--- config.mk ---
export PLATFORM = sky130hd
export DESIGN_NAME = sfid_flash_end_flat
export DESIGN_NICKNAME = d
export VERILOG_FILES = /design/src/include/sfid_pkg.sv /design/src/include/sfid_link_if.sv /design/src/sfid_flash_end.sv /design/src/sfid_sync.sv /design/src/flat_wrapper.sv
export VERILOG_INCLUDE_DIRS = /design/src /design/src/include
export SDC_FILE = /design/constraint.sdc
export NUM_CORES = 1
export LEC_CHECK = 0
export BUFFER_PORTS_ARGS = -buffer_cell sky130_fd_sc_hd__clkbuf_2
export CAP_MARGIN = 10
export CORE_MARGIN = 8
export CORE_UTILIZATION = 35
export CTS_BUF_LIST = sky130_fd_sc_hd__clkbuf_16
export DETAILED_ROUTE_END_ITERATION = 7
export PLACE_DENSITY = 0.59
export SETUP_SLACK_MARGIN = 0.4
export SLEW_MARGIN = 20
export SYNTH_ARGS = -nofsm -noshare
export SYNTH_HDL_FRONTEND = slang
export SYNTH_SLANG_ARGS = --single-unit
--- constraint.sdc ---
create_clock -name clk -period 3.9 [get_ports clk]
set_input_delay 0.78 -clock clk [delete_from_list [all_inputs] [get_ports clk]]
set_output_delay 0.78 -clock clk [all_outputs]
set_load 0.02 [all_outputs]
--- src/include/sfid_regs.svh ---
// Opcodes, identity lengths and link timing for the flash id block.
// Assumes a single 100 MHz system clock on both ends.
`ifndef SFID_REGS_SVH
`define SFID_REGS_SVH

// Opcodes handled by the flash end
`define SFID_OP_IDENT 8'h9f
`define SFID_OP_SIG 8'hab
`define SFID_OP_MKDEV 8'h90
`define SFID_OP_OTP_IN 8'hb1
`define SFID_OP_OTP_OUT 8'hc1
`define SFID_OP_RST_ARM 8'h66
`define SFID_OP_RST_GO 8'h99
`define SFID_OP_WL_SET 8'h06
`define SFID_OP_WL_CLR 8'h04

// Last byte positions of the identity sequences, and the address that starts on the device byte
`define SFID_IDENT_LAST 2'h2
`define SFID_PRE_BYTES_LAST 2'h2
`define SFID_ADDR_DEV_FIRST 8'h01

// Bit counters
`define SFID_BIT_LAST 3'h7
`define SFID_BIT_FIRST 3'h0

// Reset values
`define SFID_WEL_RST 1'h0
`define SFID_OTP_RST 1'h0

// Link timing
`define SFID_CLK_PERIOD_NS 10
`define SFID_SCLK_PERIOD_NS 160
`define SFID_SCLK_HALF_CYC (`SFID_SCLK_PERIOD_NS / `SFID_CLK_PERIOD_NS / 2)

`endif

--- src/include/sfid_pkg.sv ---
// Types shared by the flash end and the host end.
// Assumes sfid_regs.svh supplies the numeric constants.
package sfid_pkg;
  typedef logic [7:0] sfid_byte_type;
  typedef enum logic [2:0] {
    DEV_IDLE, DEV_CMD, DEV_PRE, DEV_OUT, DEV_HOLD, DEV_IGNORE
  } sfid_dev_state_type;
  typedef enum logic [2:0] {
    HST_IDLE, HST_LEAD, HST_HIGH, HST_LOW, HST_TAIL, HST_GAP
  } sfid_host_state_type;
endpackage

--- src/include/sfid_link_if.sv ---
// Serial link between host end and flash end.
// Assumes both ends run from the same system clock; the wire level of
// the serial output is resolved here, idle level high.
`timescale 1ns/1ps
interface sfid_link_if;
  logic cs_b;
  logic sclk;
  logic mosi;
  logic miso_o;
  logic miso_oe;
  logic miso;

  // Pulled high while the flash end is not driving
  assign miso = miso_oe ? miso_o : 1'b1;

  modport host (output cs_b, output sclk, output mosi, input miso);
  modport flash (input cs_b, input sclk, input mosi, output miso_o, output miso_oe);
endinterface

--- src/sfid_flash_end.sv ---
// Flash end: command interpreter for identity, OTP mode, reset and
// write enable latch. Assumes link pins come from another clock domain.
`timescale 1ns/1ps
`include "sfid_regs.svh"
module sfid_flash_end #(
  parameter logic [7:0] MAKER_ID = 8'h5a, // Arbitrary value
  parameter logic [7:0] TYPE_ID = 8'h3c, // Arbitrary value
  parameter logic [7:0] DEVICE_ID = 8'h11 // Arbitrary value
) (
  input wire logic clk, // System clock
  input wire logic rst_b, // Async reset, active low
  sfid_link_if.flash link, // Serial link to host
  input wire logic busy, // Program or erase running
  input wire logic write_done, // Pulse: program, erase or register write done
  input wire logic suspend, // Pulse: program or erase suspended
  output logic write_enable_latch_r, // Write enable latch
  output logic otp_mode_r, // Secured OTP area selected
  output logic soft_reset_r, // Pulse: software reset executed
  output sfid_pkg::sfid_byte_type cmd_byte_r, // Opcode passed on
  output logic cmd_strobe_r // Pulse: cmd_byte_r valid
);
  import sfid_pkg::*;

  logic [2:0] pin_q;
  logic [2:0] pin_rise;
  logic [2:0] pin_fall;
  sfid_dev_state_type st_r;
  logic [2:0] bit_cnt_r;
  logic [7:0] rx_r;
  logic [7:0] op_r;
  logic op_seen_r;
  logic [1:0] pre_cnt_r;
  logic [1:0] seq_r;
  logic [7:0] sh_r;
  logic arm_r;
  logic miso_r;
  logic miso_oe_r;
  logic cs_low;
  logic sclk_up;
  logic sclk_dn;
  logic cs_up;
  logic cs_dn;
  logic byte_done;
  logic [7:0] rx_byte;
  logic frame_ok;
  logic [2:0] out_cnt_r;

  // Last bit of the current output byte
  function automatic logic sh_cnt_last();
    return out_cnt_r == `SFID_BIT_LAST;
  endfunction

  // Pins: {cs_b, sclk, mosi}; upper data lines never enter the block
  sfid_sync #(.W(3)) u_sync (
    .clk(clk),
    .rst_b(rst_b),
    .d({link.cs_b, link.sclk, link.mosi}),
    .q(pin_q),
    .rise(pin_rise),
    .fall(pin_fall)
  );

  assign cs_low = ~pin_q[2];
  assign cs_up = pin_rise[2];
  assign cs_dn = pin_fall[2];
  assign sclk_up = pin_rise[1] & cs_low;
  assign sclk_dn = pin_fall[1] & cs_low;
  assign byte_done = sclk_up && (bit_cnt_r == `SFID_BIT_LAST);
  assign rx_byte = {rx_r[6:0], pin_q[0]};
  // A single-byte frame closed on a byte boundary
  assign frame_ok = cs_up && (st_r == DEV_HOLD) && (bit_cnt_r == `SFID_BIT_FIRST);

  // Byte picked by the current output sequence position
  function automatic logic [7:0] out_sel(input logic [7:0] op, input logic [1:0] seq);
    logic [7:0] b;
    b = DEVICE_ID;
    if (op == `SFID_OP_IDENT) begin
      case (seq)
        2'h0: b = MAKER_ID;
        2'h1: b = TYPE_ID;
        default: b = DEVICE_ID;
      endcase
    end else if (op == `SFID_OP_MKDEV) begin
      b = seq[0] ? DEVICE_ID : MAKER_ID;
    end
    return b;
  endfunction

  // Next sequence position after a whole byte has gone out
  function automatic logic [1:0] seq_step(input logic [7:0] op, input logic [1:0] seq);
    logic [1:0] n;
    n = seq;
    if (op == `SFID_OP_IDENT) begin
      n = (seq == `SFID_IDENT_LAST) ? 2'h0 : seq + 2'h1;
    end else if (op == `SFID_OP_MKDEV) begin
      n = {1'b0, ~seq[0]};
    end
    return n;
  endfunction

  // Input shifter, sampled on rising serial clock
  always_ff @(posedge clk or negedge rst_b) begin
    if (!rst_b) begin
      bit_cnt_r <= `SFID_BIT_FIRST;
      rx_r <= 8'h00;
    end else if (!cs_low) begin
      bit_cnt_r <= `SFID_BIT_FIRST;
    end else if (sclk_up) begin
      bit_cnt_r <= bit_cnt_r + 3'h1;
      rx_r <= rx_byte;
    end
  end

  // Command state machine
  always_ff @(posedge clk or negedge rst_b) begin
    if (!rst_b) begin
      st_r <= DEV_IDLE;
      op_r <= 8'h00;
      op_seen_r <= 1'b0;
      pre_cnt_r <= 2'h0;
      seq_r <= 2'h0;
    end else if (cs_up) begin
      st_r <= DEV_IDLE;
    end else if (cs_dn) begin
      st_r <= DEV_CMD;
      op_seen_r <= 1'b0;
    end else if (byte_done) begin
      case (st_r)
        DEV_CMD: begin
          op_r <= rx_byte;
          op_seen_r <= 1'b1;
          pre_cnt_r <= 2'h0;
          seq_r <= 2'h0;
          case (rx_byte)
            `SFID_OP_IDENT: st_r <= busy ? DEV_IGNORE : DEV_OUT;
            `SFID_OP_SIG: st_r <= DEV_PRE;
            `SFID_OP_MKDEV: st_r <= DEV_PRE;
            `SFID_OP_WL_SET: st_r <= DEV_HOLD;
            `SFID_OP_WL_CLR: st_r <= DEV_HOLD;
            `SFID_OP_OTP_IN: st_r <= DEV_HOLD;
            `SFID_OP_OTP_OUT: st_r <= DEV_HOLD;
            `SFID_OP_RST_ARM: st_r <= DEV_HOLD;
            `SFID_OP_RST_GO: st_r <= DEV_HOLD;
            default: st_r <= DEV_IGNORE;
          endcase
        end
        DEV_PRE: begin
          pre_cnt_r <= pre_cnt_r + 2'h1;
          if (pre_cnt_r == `SFID_PRE_BYTES_LAST) begin
            st_r <= DEV_OUT;
            if (op_r == `SFID_OP_MKDEV && rx_byte == `SFID_ADDR_DEV_FIRST) begin
              seq_r <= 2'h1;
            end
          end
        end
        // Extra bytes after a single-byte command void it
        DEV_HOLD: st_r <= DEV_IGNORE;
        default: st_r <= st_r;
      endcase
    end else if (st_r == DEV_OUT && sclk_dn && sh_cnt_last()) begin
      seq_r <= seq_step(op_r, seq_r);
    end
  end

  // Output shifter: one bit per falling serial clock, MSB first.
  // Start position, and for identity read also the opcode, land in the same
  // edge that enters DEV_OUT, so the first byte is reloaded until the first fall.
  always_ff @(posedge clk or negedge rst_b) begin
    if (!rst_b) begin
      sh_r <= 8'h00;
      out_cnt_r <= `SFID_BIT_FIRST;
      miso_r <= 1'b1;
      miso_oe_r <= 1'b0;
    end else if (st_r != DEV_OUT || (!miso_oe_r && !sclk_dn)) begin
      sh_r <= out_sel(op_r, seq_r);
      out_cnt_r <= `SFID_BIT_FIRST;
      miso_oe_r <= 1'b0;
    end else if (sclk_dn) begin
      miso_oe_r <= 1'b1;
      miso_r <= sh_r[7];
      out_cnt_r <= out_cnt_r + 3'h1;
      if (sh_cnt_last()) begin
        sh_r <= out_sel(op_r, seq_step(op_r, seq_r));
      end else begin
        sh_r <= {sh_r[6:0], 1'b0};
      end
    end
  end

  // Reset arm flag: any other completed or aborted command disarms
  always_ff @(posedge clk or negedge rst_b) begin
    if (!rst_b) begin
      arm_r <= 1'b0;
    end else if (cs_up && op_seen_r) begin
      arm_r <= frame_ok && (op_r == `SFID_OP_RST_ARM);
    end
  end

  // Software reset pulse, only straight after an arm frame
  always_ff @(posedge clk or negedge rst_b) begin
    if (!rst_b) begin
      soft_reset_r <= 1'b0;
    end else begin
      soft_reset_r <= frame_ok && arm_r && (op_r == `SFID_OP_RST_GO);
    end
  end

  // OTP area mode; soft reset returns to the normal array
  always_ff @(posedge clk or negedge rst_b) begin
    if (!rst_b) begin
      otp_mode_r <= `SFID_OTP_RST;
    end else if (frame_ok && op_r == `SFID_OP_OTP_IN) begin
      otp_mode_r <= 1'b1;
    end else if ((frame_ok && op_r == `SFID_OP_OTP_OUT) || soft_reset_r) begin
      otp_mode_r <= 1'b0;
    end
  end

  // Write enable latch; set wins if it meets a hardware clear
  always_ff @(posedge clk or negedge rst_b) begin
    if (!rst_b) begin
      write_enable_latch_r <= `SFID_WEL_RST;
    end else if (frame_ok && op_r == `SFID_OP_WL_SET) begin
      write_enable_latch_r <= 1'b1;
    end else if (frame_ok && op_r == `SFID_OP_WL_CLR) begin
      write_enable_latch_r <= 1'b0;
    end else if (write_done) begin
      write_enable_latch_r <= 1'b0;
    end else if (suspend || soft_reset_r) begin
      write_enable_latch_r <= 1'b0;
    end
  end

  // Every opcode except identity read goes to the array logic
  always_ff @(posedge clk or negedge rst_b) begin
    if (!rst_b) begin
      cmd_byte_r <= 8'h00;
      cmd_strobe_r <= 1'b0;
    end else begin
      cmd_strobe_r <= byte_done && (st_r == DEV_CMD) && (rx_byte != `SFID_OP_IDENT);
      if (byte_done && st_r == DEV_CMD) begin
        cmd_byte_r <= rx_byte;
      end
    end
  end

  assign link.miso_o = miso_r;
  assign link.miso_oe = miso_oe_r;
endmodule // sfid_flash_end

--- src/sfid_sync.sv ---
// Two-flop synchroniser with edge pulses for link pins.
// Assumes inputs are asynchronous to clk.
`timescale 1ns/1ps
module sfid_sync #(
  parameter int W = 1
) (
  input wire logic clk, // System clock
  input wire logic rst_b, // Async reset
  input wire logic [W-1:0] d, // Raw pin levels
  output logic [W-1:0] q, // Synchronised levels
  output logic [W-1:0] rise, // One-cycle rising pulse
  output logic [W-1:0] fall // One-cycle falling pulse
);
  logic [W-1:0] meta_r;
  logic [W-1:0] last_r;

  // Chip select and reply line idle high, so reset to ones to avoid false edges on them
  always_ff @(posedge clk or negedge rst_b) begin
    if (!rst_b) begin
      meta_r <= '1;
      q <= '1;
      last_r <= '1;
    end else begin
      meta_r <= d;
      q <= meta_r;
      last_r <= q;
    end
  end

  // Edge pulses look only at the second and third stages
  assign rise = q & ~last_r;
  assign fall = ~q & last_r;
endmodule // sfid_sync

--- src/flat_wrapper.sv ---
// flat-port wrapper written by rule: the top's interface ports become plain ports
module sfid_flash_end_flat import sfid_pkg::*;
#(
  parameter logic [7:0] MAKER_ID = 8'h5a,                   
  parameter logic [7:0] TYPE_ID = 8'h3c,                   
  parameter logic [7:0] DEVICE_ID = 8'h11                   
)
  (clk, rst_b, busy, write_done, suspend, write_enable_latch_r, otp_mode_r, soft_reset_r, cmd_byte_r, cmd_strobe_r, link_cs_b, link_sclk, link_mosi, link_miso_o, link_miso_oe);
  sfid_link_if link_i ();
  input wire logic clk;
  input wire logic rst_b;
  input wire logic busy;
  input wire logic write_done;
  input wire logic suspend;
  output logic write_enable_latch_r;
  output logic otp_mode_r;
  output logic soft_reset_r;
  output sfid_pkg::sfid_byte_type cmd_byte_r;
  output logic cmd_strobe_r;
  input wire logic [$bits(link_i.cs_b)-1:0] link_cs_b;
  input wire logic [$bits(link_i.sclk)-1:0] link_sclk;
  input wire logic [$bits(link_i.mosi)-1:0] link_mosi;
  output wire logic [$bits(link_i.miso_o)-1:0] link_miso_o;
  output wire logic [$bits(link_i.miso_oe)-1:0] link_miso_oe;
  assign link_i.cs_b = link_cs_b;
  assign link_i.sclk = link_sclk;
  assign link_i.mosi = link_mosi;
  assign link_miso_o = link_i.miso_o;
  assign link_miso_oe = link_i.miso_oe;
  sfid_flash_end #(.MAKER_ID(MAKER_ID), .TYPE_ID(TYPE_ID), .DEVICE_ID(DEVICE_ID)) u_core (.clk(clk), .rst_b(rst_b), .link(link_i), .busy(busy), .write_done(write_done), .suspend(suspend), .write_enable_latch_r(write_enable_latch_r), .otp_mode_r(otp_mode_r), .soft_reset_r(soft_reset_r), .cmd_byte_r(cmd_byte_r), .cmd_strobe_r(cmd_strobe_r));
endmodule
* Word-level counts from Yosys, hierarchy flattened
Index checks and enable logic that the tools add are counted.
Cells by class: order comparisons 0, muxes and demuxes 45, div/mod/pow operators 0, multipliers 0, add/sub/neg operators 4, shift operators 0, bitwise logic cells 11, eq/ne operators 34, reductions and logical operators 44
Operators with widths (count):
- == test 8 bit (second input constant) | 11
- 2-to-1 mux 8 bit | 7
- == test 8 x 3 -> 1 bit (second input constant) | 4
- one-hot mux 7 bit (2 select lines) | 2
- 2-to-1 mux 3 bit | 9
- 2-to-1 mux 2 bit | 10
- one-hot mux 3 bit (3 select lines) | 2
- logical AND 1 bit | 17
- == test 8 x 7 -> 1 bit (second input constant) | 2
- 2-to-1 mux 7 bit | 2
- nonzero test 2 bit | 7
- 2-to-1 mux 1 bit | 11
- == test 3 bit (second input constant) | 3
- != test 3 bit (second input constant) | 3
- == test 8 x 1 -> 1 bit (second input constant) | 1
- != test 8 bit (second input constant) | 1
- one-hot mux 2 bit (2 select lines) | 2
- AND reduction 4 bit | 2
- adder 3 x 1 -> 3 bit (second input constant) | 2
- bitwise AND 3 bit | 2
- == test 3 x 2 -> 1 bit (second input constant) | 2
- NOT 3 bit | 2
- AND reduction 3 bit | 2
- AND reduction 6 bit | 1
- other kinds (18) | 31
Storage, ports and cells: bits in latches 0, ROM bits 0, register bits 61, input bits 8, output and inout port bits 14, word-level logic and storage cells 158, memory bits (writable) 0, memories kept 0

* Depth between registers and ports, before layout
depth after elaboration 13, gate-level depth with buffers 8, gate-level depth less buffers 8

* Modules after synthesis
Synthesis repeated with hierarchy kept, for this count alone.
Unflattened totals: cells, all modules 272, area total of the unflattened synthesis 2984.1 µm²
By module, submodules not included:
- sfid_flash_end | sequential area each 1302.5 µm², instances 1, area an instance 2695.1 µm², cells each 257
- sfid_sync | sequential area each 236.5 µm², instances 1, area an instance 289.0 µm², cells each 15

* Worst setup path after synthesis
Ideal clock, no wire load.
kind reg-to-reg, start reg u_core.op_r[1], end reg u_core.sh_r[3], stages on the path, launching flop included 8, slack 1.568 ns, buffers on the path 0, period minus slack after synthesis 2.332 ns, library setup time 0.126 ns, required time 3.774 ns, arrival 2.206 ns, path through dfrtp_1 -> or4b_4 -> nor4_4 -> ha_1 -> a21oi_1 -> o21a_1 -> nor2_2 -> a221o_1
On the way: cells in the longest elaborated chain, start to end 12, elaborated cells between the ends (all ways) 18, those cells by class 3 x eq/ne; 14 x mux; 1 x reduce/logical
Ends and longest elaborated chain:
- from (decl) | line sfid_flash_end.sv:30 | logic [7:0] op_r;
- from (signal assigned) | line sfid_flash_end.sv:130 | op_r <= rx_byte;
- == test 8 bit (no source line)
- 2-to-1 mux 2 bit | line sfid_flash_end.sv:95 | end else if (op == `SFID_OP_MKDEV) begin
- 2-to-1 mux 2 bit | line sfid_flash_end.sv:93 | if (op == `SFID_OP_IDENT) begin
- 2-to-1 mux 2 bit | line sfid_flash_end.sv:182 | if (sh_cnt_last()) begin
- 2-to-1 mux 2 bit | line sfid_flash_end.sv:178 | end else if (sclk_dn) begin
- 2-to-1 mux 2 bit | line sfid_flash_end.sv:174 | end else if (st_r != DEV_OUT || (!miso_oe_r && !sclk_dn)) begin
- == test 2 x 1 -> 1 bit (tied with other cells) | line sfid_flash_end.sv:78 | case (seq)
- one-hot mux 7 bit (2 select lines) / 2-to-1 mux 8 bit (equally long branches) | line sfid_flash_end.sv:78, sfid_flash_end.sv:83
- 2-to-1 mux 8 bit | line sfid_flash_end.sv:77 | if (op == `SFID_OP_IDENT) begin
- 2-to-1 mux 8 bit | line sfid_flash_end.sv:182
- 2-to-1 mux 8 bit | line sfid_flash_end.sv:178
- 2-to-1 mux 8 bit * | line sfid_flash_end.sv:174
- to (signal assigned) | line sfid_flash_end.sv:175 | sh_r <= out_sel(op_r, seq_r);
- to (signal assigned) | line sfid_flash_end.sv:183 | sh_r <= out_sel(op_r, seq_step(op_r, seq_r));
- to (signal assigned) | line sfid_flash_end.sv:185 | sh_r <= {sh_r[6:0], 1'b0};
- to (decl) | line sfid_flash_end.sv:34 | logic [7:0] sh_r;
Every way passes the cells marked *; elsewhere a longest branch is shown, timed or not. The select of a mux whose other input is x is not followed. A chain may end at the register's enable or synchronous reset.

* Final worst setup path
Same ends and word-level chain as after synthesis.

==> flow_summary_export.csv <==
group,metric,value,unit
yosys,syn_area,2934,sq um
timing,tightestPinTransition,0.6929,ns
run_status,status,"completed",
timing,min_period,2.502,ns
power_and_ir_drop,power_switching_share,0.2725,
cells_and_area,syn_to_final_growth,16.20,%
routing,avgRoutedWirePerCell,14.99,um
yosys,netlist_instances,270,
grt,grt_overflow,0,
grt,grt_antenna_before_repair,0,
floorplanning,coreArea,8175,sq um
routing,drc_errors,0,
grt,grt_pass1_vias,2143,
floorplanning,die_y,107.6,um
timing,skew,0.007424,ns
yosys,synth_top_area_frac,0.4350,
worst_hold_path,hp-class,"reg -> reg",
routing,avgViaCountPerCell,5.234,
routing,num_vias,2104,
clocking,clk_pin_slew,0.06,ns
yosys,synth-async-reset-ratio,1.000,
power_and_ir_drop,power.leakage,1.528,nW
power_and_ir_drop,finalPower,1.595,mW
cells_and_area,final_common_cell,"dfrtp_1",
clocking,cts-htree-levels,3,
grt,grt_max_degree,35,
routing,drt_pass1_iterations,4,
grt,grt_use_met2,0.1632,
floorplanning,num_io_pins,22,
floorplanning,die_x,107.6,um
job,maxCapViolCount,0,
setup_path,crit_required,4.10,ns
placed_design,dpl.hpwl,4254,um
timing,slew_viol_final,0,
timing,hold_violations,0,
setup_path,startpoint_type,"flip-flop",
routing,wirelength,6027,um
yosys,synth-edff-count,0,
setup_path,cp.arrival,2.70,ns
grt,grt_use_total,0.1132,
yosys,ys_types,51,
power_and_ir_drop,p_int,1.160,mW
clocking,clk-insertion-delay-late,0.32,ns
grt,met3_usage,0.03533,
clocking,cts_tree,"done",
power_and_ir_drop,clkPwrFrac,0.448,
placed_design,dpl_cell_area,3132,sq um
timing,setup_viol,0,
routing,dr.first_iter.drc_count,141,
yosys,yosysTopAreaCell,"dfrtp_1",
clocking,cts_buffers,9,
clocking,clockBufferDepth,2,
power_and_ir_drop,switchingPower,434.6,uW
timing,grt_setup_unrepaired,"false",
timing,fin_crit_sh,0.6416,
yosys,syn_area_per_cell,10.87,sq um
clocking,cts_setup_buffers,0,
yosys,synth_flop_cell,"dfrtp_1",
timing,fin_tns_setup,0,ns
cells_and_area,diodes,0,
grt,gr-usage-met1,0.1526,
cells_and_area,layout_common_cells,"dfrtp_1 (51), mux2_2 (24), nand2_1 (23), clkbuf_2 (21), nor2_1 (20)",
setup_path,crit_type,"reg -> reg",
cells_and_area,fin_area,3410,sq um
power_and_ir_drop,combPwrFrac,0.077,
clocking,postCtsHoldBufs,0,
power_and_ir_drop,peakVddDrop,0.0002223,V
cells_and_area,nets,310,
yosys,seq_area_frac_synth,0.5156,
timing,relSlewSlack,0.5381,
timing,fmax,399.6,MHz
power_and_ir_drop,seq_power_share,0.476,
routing,ant_nets,0,
grt,grt_first_pass_wirelength,10490,um
floorplanning,dieArea,11570,sq um
clocking,clkSinkCount,60,
grt,top_usage_layer,"met2",
yosys,synth_nets,288,
floorplanning,rows,33,
cells_and_area,drive_gt1_frac,0.2761,
setup_path,critPathCaptureType,"flip-flop",
clocking,root_buffer,"clkbuf_16",
clocking,cts_resized,0,
yosys,yosys_warnings,0,
cells_and_area,final_core_util,0.4170,
floorplanning,initial_core_util,0.3589,
yosys,synth_area_leaders,"dfrtp_1 (43%), mux2_2 (9.2%), dfstp_2 (8.1%), ha_1 (4.3%), nand2_1 (2.9%)",
placed_design,gp_congestion,0.8319,
placed_design,io_buffer_count,21,
setup_path,cp_max_fo,7,
yosys,ys_ff_latch,60,
power_and_ir_drop,powerDensity,467.8,nW/um^2
-- cell families (layout without fill, tap and decap cells) --
logic type	count (synthesis)	in the layout	share of synthesized area
flops	60	60	0.5156
buf+inv	23	50	0.03241
mux	26	26	0.09893
xor+xnor	3	3	0.008957
simple gates	96	96	0.1851
fa+ha+maj	10	10	0.04264
compound gates	52	52	0.1164
-- worst max-delay path: stages (launching register included) --
cell and delay [ns]:
dfrtp_1 0.43, or4b_4 0.59, nor4_4 0.39, ha_1 0.34, a21oi_1 0.14, o21a_1 0.14
nor2_2 0.04, a221o_1 0.31
-- worst paths after layout --
check	cells past startpoint	endpoint	slack [ns]	startpoint
max reg2reg	7	u_core.sh_r[3]	1.40	u_core.op_r[1]
max	7	u_core.sh_r[3]	1.40	u_core.op_r[1]
max in group asynchronous	2	u_core.u_sync.q[2]	2.47	rst_b
min	0	u_core.u_sync.q[0]	0.35	u_core.u_sync.meta_r[0]
min reg2reg	0	u_core.u_sync.q[0]	0.35	u_core.u_sync.meta_r[0]
min in group asynchronous	1	u_core.soft_reset_r	0.50	rst_b
-- final cells by class --
class,instances,area [sq um]
Clock buffer,9,225.2
Multi-Input combinational cell,187,1326
Clock inverter,7,52.55
Fill cell,795,4766
Inverter,11,41.29
Timing Repair Buffer,23,120.1
Sequential cell,60,1513
Tap cell,105,131.4
-- routing by layer --
layer  part of all wire  routed length [um]
met1               0.51                3073
met5                  0                   0
met4              0.010                  60
met2               0.44                2648
met3              0.041                 246
-- power groups by stage --
stage	Sequential (mW)	Combinational, mW	Clock, mW
2_1_floorplan	0.699	0.140	0
4_1_cts	0.758	0.123	0.737
6_report	0.759	0.122	0.714
5_1_grt	0.770	0.141	0.762
3_3_place_gp	0.767	0.121	0
3_5_place_dp	0.768	0.123	0
-- cells in the mapped netlist, drive strengths merged (2+ instances only) --
| cell type | number |
|---|---|
| nor3b | 5 |
| o31ai | 3 |
| nor3 | 8 |
| buf | 2 |
| ha | 10 |
| o21ai | 15 |
| o21a | 3 |
| nand4b | 3 |
| or2 | 2 |
| nand4bb | 2 |
| a211oi | 2 |
| a31oi | 4 |
| a21oi | 9 |
| nand4 | 2 |
| nand3 | 10 |
| dfstp | 9 |
| o211ai | 3 |
| inv | 11 |
| nand2b | 3 |
| o41ai | 3 |
| dfrtp | 51 |
| nor2 | 21 |
| clkbuf | 9 |
| a221o | 3 |
| nand2 | 23 |
| a22o | 3 |
| mux2 | 24 |
| nor4 | 6 |
| xnor2 | 2 |
| mux2i | 2 |
-- flip-flops by register name (all words and copies together) (netlist names), 7 cells and up --
name	flops
u_core.rx_r	7
u_core.op_r	8
u_core.sh_r	8
u_core.cmd_byte_r	8
-- stage by stage --
stage          instances  hold WS [ns]  setup slack (ns)
2_1_floorplan        270        0.3452             1.568
3_3_place_gp         386        0.3459             1.474
3_5_place_dp         386        0.3476             1.394
4_1_cts              402        0.3562             1.388
5_1_grt              402        0.3572             1.132
6_report             402        0.3547             1.398
(Power assumes the default switching activity.)
